**src/cap_sense_regs.vh**
```
`ifndef CAP_SENSE_REGS_VH
`define CAP_SENSE_REGS_VH

// ************************************************
// Register addresses and reset values
// ************************************************
`define CHAN_SEL_ADDR      8'h9C
`define TIMING_CFG_ADDR    8'hBE
`define CHAN_SEL_RESET     8'h00
`define TIMING_CFG_RESET   8'h40

// ************************************************
// Field positions
// ************************************************
`define RATE_MSB           7
`define RATE_LSB           6
`define DISCH_MSB          5
`define DISCH_LSB          3
`define CURR_MSB           2
`define CURR_LSB           0
`define DISC_BIT           7
`define RSVD_BIT           6
`define CHAN_MSB           5
`define CHAN_LSB           0

// ************************************************
// Timing: discharge lengths in 50 ns core clocks
// ************************************************
`define CLK_PERIOD_NS      50
`define DISCH_CYC_0        8'h0F
`define DISCH_CYC_1        8'h14
`define DISCH_CYC_2        8'h18
`define DISCH_CYC_3        8'h1E
`define DISCH_CYC_4        8'h28
`define DISCH_CYC_5        8'h3C
`define DISCH_CYC_6        8'h78
`define DISCH_CYC_7        8'hF0

// Conversion lengths in converter clocks
`define CONV_LEN_0         5'h0C
`define CONV_LEN_1         5'h0D
`define CONV_LEN_2         5'h0E
`define CONV_LEN_3         5'h10

// Full charge current in eighths
`define CURR_FULL_EIGHTHS  4'h8

`endif

```
**src/discharge_timer.v**
```verilog
`timescale 1ns/1ps
`default_nettype none
`include "cap_sense_regs.vh"

// ************************************************
// Discharge pulse generator
// ************************************************
module discharge_timer (
	input  wire       core_clk,
	input  wire       rst_n,
	input  wire       start,
	input  wire [2:0] sel,
	output reg        active_q
);

	reg [7:0] cnt_q;

	// Discharge length in whole core clocks
	function [7:0] cycles;
		input [2:0] s;
		begin
			case (s)
				3'h0:    cycles = `DISCH_CYC_0;
				3'h1:    cycles = `DISCH_CYC_1;
				3'h2:    cycles = `DISCH_CYC_2;
				3'h3:    cycles = `DISCH_CYC_3;
				3'h4:    cycles = `DISCH_CYC_4;
				3'h5:    cycles = `DISCH_CYC_5;
				3'h6:    cycles = `DISCH_CYC_6;
				default: cycles = `DISCH_CYC_7;
			endcase
		end
	endfunction

	always @(posedge core_clk or negedge rst_n) begin
		if (!rst_n) begin
			cnt_q    <= 8'h00;
			active_q <= 1'b0;
		end else if (start) begin
			cnt_q    <= cycles(sel) - 8'h01;
			active_q <= 1'b1;
		end else if (cnt_q != 8'h00) begin
			cnt_q    <= cnt_q - 8'h01;
		end else begin
			active_q <= 1'b0;
		end
	end

endmodule // discharge_timer

`default_nettype wire

```
**src/cap_sense_timing_and_mux.v**
```verilog
// Operation
// - Rate field sets conversion length and result width: 12,13,14,16.
// - Discharge field selects primary reset time 0.75 to 12 microseconds.
// - Current field scales charge current: full, 1/8, 1/4, 3/8, 1/2, 7/8.
// - Disconnect bit isolates converter from all pins regardless of channel.
// - Channel field chooses pin; firmware or scan logic may load it.
`timescale 1ns/1ps
`default_nettype none
`include "cap_sense_regs.vh"

module cap_sense_timing_and_mux (
	input  wire        core_clk,
	input  wire        rst_n,
	input  wire [7:0]  sfr_addr,
	input  wire [7:0]  sfr_wdata,
	input  wire        sfr_wr,
	input  wire        sfr_rd,
	output reg  [7:0]  sfr_rdata_q,
	input  wire        scan_load,
	input  wire [5:0]  scan_channel,
	input  wire        discharge_start,
	output reg  [4:0]  conv_clocks_q,
	output reg  [4:0]  result_bits_q,
	output reg  [2:0]  discharge_time_select_q,
	output wire        discharge_active_q,
	output reg  [3:0]  charge_current_eighths_q,
	output reg         pin_disconnect_q,
	output reg  [5:0]  sense_channel_select_q,
	output reg  [63:0] pin_route_q
);

	// ************************************************
	// Register state
	// ************************************************
	reg  [7:0]  chan_sel_q;
	reg  [7:0]  timing_cfg_q;
	wire [63:0] route_d;
	wire [1:0]  rate;
	wire [2:0]  disch;
	wire [2:0]  curr;
	wire        disc;
	wire [5:0]  chan;
	wire        wr_timing;
	wire        wr_chan;
	genvar      g;

	// ************************************************
	// Field views
	// ************************************************
	assign rate  = timing_cfg_q[`RATE_MSB:`RATE_LSB];
	assign disch = timing_cfg_q[`DISCH_MSB:`DISCH_LSB];
	assign curr  = timing_cfg_q[`CURR_MSB:`CURR_LSB];
	assign disc  = chan_sel_q[`DISC_BIT];
	assign chan  = chan_sel_q[`CHAN_MSB:`CHAN_LSB];

	// ************************************************
	// Decoding functions
	// ************************************************
	// length per rate code
	function [4:0] conv_len;
		input [1:0] r;
		begin
			case (r)
				2'h0:    conv_len = `CONV_LEN_0;
				2'h1:    conv_len = `CONV_LEN_1;
				2'h2:    conv_len = `CONV_LEN_2;
				default: conv_len = `CONV_LEN_3;
			endcase
		end
	endfunction

	// Register select, shared by write and read paths
	function addr_hit;
		input [7:0] a;
		input [7:0] reg_addr;
		begin
			addr_hit = (a == reg_addr);
		end
	endfunction

	function [3:0] curr_eighths;
		input [2:0] c;
		begin
			case (c)
				3'h0:    curr_eighths = `CURR_FULL_EIGHTHS;
				3'h1:    curr_eighths = 4'h1;
				3'h2:    curr_eighths = 4'h2;
				3'h5:    curr_eighths = 4'h3;
				3'h4:    curr_eighths = 4'h4;
				3'h7:    curr_eighths = 4'h7;
				// Undefined codes fall back to full current
				default: curr_eighths = `CURR_FULL_EIGHTHS;
			endcase
		end
	endfunction

	// ************************************************
	// Timing configuration writes
	// ************************************************
	assign wr_timing = sfr_wr && addr_hit(sfr_addr, `TIMING_CFG_ADDR);
	assign wr_chan   = sfr_wr && addr_hit(sfr_addr, `CHAN_SEL_ADDR);

	always @(posedge core_clk or negedge rst_n) begin
		if (!rst_n) begin
			timing_cfg_q <= `TIMING_CFG_RESET;
		end else if (wr_timing) begin
			timing_cfg_q <= sfr_wdata;
		end
	end

	// ************************************************
	// Channel select writes
	// ************************************************
	// firmware or scan load
	always @(posedge core_clk or negedge rst_n) begin
		if (!rst_n) begin
			chan_sel_q <= `CHAN_SEL_RESET;
		end else if (wr_chan) begin
			// Firmware write wins over a scan load
			chan_sel_q <= sfr_wdata;
		end else if (scan_load) begin
			// Scan leaves disconnect and reserved bits alone
			chan_sel_q[`CHAN_MSB:`CHAN_LSB] <= scan_channel;
		end
	end

	// ************************************************
	// Register bus reads
	// ************************************************
	always @(posedge core_clk or negedge rst_n) begin
		if (!rst_n) begin
			sfr_rdata_q <= 8'h00;
		end else if (sfr_rd) begin
			if (addr_hit(sfr_addr, `CHAN_SEL_ADDR)) begin
				sfr_rdata_q <= chan_sel_q;
			end else if (addr_hit(sfr_addr, `TIMING_CFG_ADDR)) begin
				sfr_rdata_q <= timing_cfg_q;
			end else begin
				// Unmapped addresses read as zero
				sfr_rdata_q <= 8'h00;
			end
		end
	end

	// ************************************************
	// Conversion rate outputs
	// ************************************************
	// length and width
	always @(posedge core_clk or negedge rst_n) begin
		if (!rst_n) begin
			conv_clocks_q <= `CONV_LEN_1;
			result_bits_q <= `CONV_LEN_1;
		end else begin
			conv_clocks_q <= conv_len(rate);
			result_bits_q <= conv_len(rate);
		end
	end

	// ************************************************
	// Discharge and current outputs
	// ************************************************
	// discharge field copy
	always @(posedge core_clk or negedge rst_n) begin
		if (!rst_n) begin
			discharge_time_select_q <= 3'h0;
		end else begin
			discharge_time_select_q <= disch;
		end
	end

	always @(posedge core_clk or negedge rst_n) begin
		if (!rst_n) begin
			charge_current_eighths_q <= `CURR_FULL_EIGHTHS;
		end else begin
			charge_current_eighths_q <= curr_eighths(curr);
		end
	end

	// ************************************************
	// Pin routing
	// ************************************************
	// disconnect and channel copies
	always @(posedge core_clk or negedge rst_n) begin
		if (!rst_n) begin
			pin_disconnect_q       <= 1'b0;
			sense_channel_select_q <= 6'h00;
		end else begin
			pin_disconnect_q       <= disc;
			sense_channel_select_q <= chan;
		end
	end

	// Reset route follows channel 0, connected
	always @(posedge core_clk or negedge rst_n) begin
		if (!rst_n) begin
			pin_route_q <= 64'h0000000000000001;
		end else begin
			pin_route_q <= route_d;
		end
	end

	generate
		for (g = 0; g < 64; g = g + 1) begin : g_route
			assign route_d[g] = !disc && ({26'h0000000, chan} == g);
		end
	endgenerate

	// ************************************************
	// Discharge timing
	// ************************************************
	// discharge pulse
	discharge_timer u_discharge_timer (
		.core_clk (core_clk),
		.rst_n    (rst_n),
		.start    (discharge_start),
		.sel      (disch),
		.active_q (discharge_active_q)
	);

endmodule // cap_sense_timing_and_mux

`default_nettype wire

```
**config.mk**
```make
export PLATFORM = sky130hd
export DESIGN_NAME = cap_sense_timing_and_mux
export DESIGN_NICKNAME = d
export VERILOG_FILES = /design/src/discharge_timer.v /design/src/cap_sense_timing_and_mux.v
export VERILOG_INCLUDE_DIRS = /design/src /design/src/src
export SDC_FILE = /design/constraint.sdc
export NUM_CORES = 1
export LEC_CHECK = 0
export ABC_AREA = 1
export BUFFER_PORTS_ARGS = -buffer_cell sky130_fd_sc_hd__buf_4
export CAP_MARGIN = 20
export CORE_AREA = 2 2 139 107
export CTS_CLUSTER_DIAMETER = 150
export DETAILED_ROUTE_END_ITERATION = 12
export DIE_AREA = 0 0 141 109
export GPL_TIMING_DRIVEN = 0
export SLEW_MARGIN = 5
export SYNTH_ARGS = -nofsm -noshare
export SYNTH_HDL_FRONTEND = slang
export SYNTH_HIERARCHICAL = 1
export SYNTH_SLANG_ARGS = --single-unit
```
**constraint.sdc**
```tcl
create_clock -name core_clk -period 3.2 [get_ports core_clk]
set_input_delay 0.64 -clock core_clk [delete_from_list [all_inputs] [get_ports core_clk]]
set_output_delay 0.64 -clock core_clk [all_outputs]
set_load 0.01 [all_outputs]
```
==> impl_metrics.py <==
metrics = {
    "clock_network": {
        "cts_resized": 0,
        "tritoncts": "done",
        "htreeDepth": 4,
        "cts-buffers-inserted": 17,
        "cts_setup_buffers": 0,
        "cts_root_buf": "clkbuf_16",
        "path_clk_slew_ns": 0.06,
        "clock_path_buffers": 2,
        "holdBufCountCts": 0,
        "clock-sinks": 115,
        "clk_latency_ns": 0.40,
    },
    "global_routing": {
        "grt_use_total": 0.1519,
        "grt-ovfl-total": 0,
        "grt_pass1_wl_um": 17740,
        "grt_pass1_vias": 3459,
        "grt_max_degree": 116,
        "antenna_found_initial": 1,
    },
    "sta": {
        "rsz0062_at_grt": "no",
        "hold_viol_final": 0,
        "post-route-min-period_ns": 1.796,
        "tns_ns": 0,
        "finalMaxSlewViolations": 0,
        "finalSetupViolCount": 0,
        "fmax_mhz": 556.7,
        "worst_slew_pin_slew_ns": 0.5799,
        "setup_ws_ns": 1.404,
        "holdWs_ns": 0.1658,
        "post-route-period-util": 0.5613,
        "worst_clock_skew_ns": 0.007359,
        "slew-limit-headroom": 0.6113,
    },
    "floorplanning": {
        "die_w_um": 141,
        "start_util": 0.3213,
        "dieArea_um2": 15370,
        "core_um2": 14120,
        "pin_count": 125,
        "fp.dieH_um": 109,
        "num_rows": 38,
    },
    "setup_path": {
        "worstPathMaxFanout": 4,
        "crit_family": "flip-flops",
        "ff2ff_setup_slack_ns": 1.49,
        "crit_top_cell": "buf_4",
        "crit_slowest_cell": "dfstp_2",
        "cp_cell_sequence": "buf_4 > buf_4",
        "cp_data_arrival_time_ns": 1.16,
        "startpoint_type": "flop",
        "max_stage_delay_ns": 0.55,
        "critPathKind": "flop to primary output",
        "worst-path-buf-inv": 2,
        "worstPathRequired_ns": 2.56,
        "cp-end-kind": "primary output",
    },
    "place": {
        "hpwl_um": 8021,
        "portBuffers": 121,
        "place_congestion": 0.7986,
        "placed_area_um2": 5674,
        "dp_slack_ns": 1.258,
    },
    "synth": {
        "synth_common_cells": "dfrtp_1 (110), nand2_1 (108), nor2_1 (84)",
        "synth_top_cell_area_share": 0.6067,
        "synth.cell_area_um2": 4537,
        "synthCells": 465,
        "syn_nets": 494,
        "yosysSeqAreaShare": 0.6357,
        "ys.flop_type": "dfrtp_1",
        "synth_top_cell_by_area": "dfrtp_1",
        "synth_cell_types": 29,
        "synth_edf_count": 0,
        "yosys-top-cells-area": "dfrtp_1 (61%), nand2_1 (8.9%), nor2_1 (6.9%)",
        "yosysWarnings": 6,
        "post-synth-top-count-cell": "dfrtp_1",
        "ys_ff_latch": 115,
        "synth.avg_cell_area_um2": 9.757,
        "synthArstFlopShare": 1.000,
    },
    "finish": {
        "drive_gt1_frac": 0.3382,
        "syn_to_final_growth_pct": 38.06,
        "stdcell_area_um2": 6264,
        "ff_latch_area_um2": 2884,
        "multi_input_area_um2": 1330,
        "fill_cells": 1354,
        "nets": 635,
        "diodes": 0,
    },
    "route": {
        "route.detailed.drc": 0,
        "route.detailed.wl_per_inst_um": 14.12,
        "vias_per_cell": 4.455,
        "num_vias": 3555,
        "drt_pass1_iterations": 4,
        "ant_nets": 0,
        "drt_iter0_drc": 240,
        "routed_wl_um": 11270,
    },
    "power_and_ir_drop": {
        "leakagePower_nw": 3.369,
        "power_density_nw_per_um2": 591.6,
        "p_total_mw": 3.705,
        "ir_drop_uv": 304.4,
    },
    "flow_run": {
        "cap_viol_max_count": 0,
    },
    "worst_hold_path": {
        "hold_class": "input pin to asynchronous set/reset pin",
    },
    "run_status": {
        "outcome": "completed",
    },
}
cells in the final DEF, fill, tap and decap left out, types with 3 or more instances in the layout:
cell	n
buf_4	129
dfrtp_1	110
nand2_1	108
nor2_1	84
inv_1	44
nand3_1	29
clkbuf_16	17
a21oi_1	11
nand2_2	11
o21ai_0	7
o21ai_1	6
nand4_1	6
buf_2	5
inv_2	5
dfstp_2	5
clkinvlp_4	4
nand3_2	4
nor2_8	3
o21ai_2	3
buf_6	3
power breakdown:
| part | internal (mW) | switching, mW |
|---|---|---|
| Combinational | 0.142 | 0.210 |
| Sequential | 1.52 | 0.0504 |
| Clock | 1.11 | 0.673 |
worst reg2reg max path: stages (launching register included):
cell and delay (ns):
dfrtp_1 0.49, inv_2 0.12, a21oi_1 0.06, nand2_1 0.11, nand2_1 0.07, inv_1 0.06, ha_1 0.19, nand3_2 0.14
nor2_4 0.14, nand2_1 0.06, nand2_1 0.08, a21oi_2 0.05
metrics by stage:
step	std cells	utilization
2_1_floorplan	465	-
3_5_place_dp	766	0.4018
4_1_cts	797	0.4416
5_1_grt	798	0.4436
6_report	798	0.4436
3_3_place_gp	766	0.4016
metal layers:
layer,GRT usage,part of all wire
met1,0.1976,0.46
met2,0.2387,0.46
met3,0.04787,0.065
met4,0.06071,0.0070
met5,0,0
kinds of logic (layout without fill, tap and decap cells):
family,count (synthesis),after routing,share of synthesized area
AOI/OAI and AO/OA,29,29,0.03613
buffers and inverters,67,220,0.07115
DFF,115,115,0.6357
and+or+nand+nor,253,253,0.2543
adders and majority gates,1,1,0.002757
registers in the layout, summed over array words and instances (netlist names):
register	count
sense_channel_select_q	6
result_bits_q	4
u_discharge_timer/active_q	1
timing_cfg_q	8
pin_route_q	64
sfr_rdata_q	8
charge_current_eighths_q	4
chan_sel_q	8
discharge_time_select_q	3
pin_disconnect_q	1
u_discharge_timer/cnt_q	8
layout make-up:
class | count | share of cell area
flip-flops and latches | 115 | 0.4604
multi-input cells | 283 | 0.2123
repair buffers | 122 | 0.1500
clock buffers | 20 | 0.07291
well taps | 180 | 0.03596
inverters | 49 | 0.02936
plain buffers | 18 | 0.02217
clock inverters | 11 | 0.01678
worst paths after layout:
| check | start | endpoint | depth (start not counted) |
|---|---|---|---|
| hold / removal | rst_n | pin_route_q[47]$_DFF_PN0_ | 1 |
| setup / recovery | result_bits_q[3]$_DFF_PN1_ | result_bits_q[2] | 2 |
| min in group core_clk | sfr_wdata[2] | timing_cfg_q[2]$_DFFE_PN0P_ | 3 |
| max in group asynchronous | rst_n | pin_route_q[0]$_DFF_PN1_ | 2 |
| setup reg to reg | timing_cfg_q[4]$_DFFE_PN0P_ | u_discharge_timer/cnt_q[6]$_DFFE_PN0P_ | 11 |
| hold reg to reg | timing_cfg_q[7]$_DFFE_PN0P_ | result_bits_q[0]$_DFF_PN1_ | 1 |
Note: power is estimated with default switching activity, not from simulation.
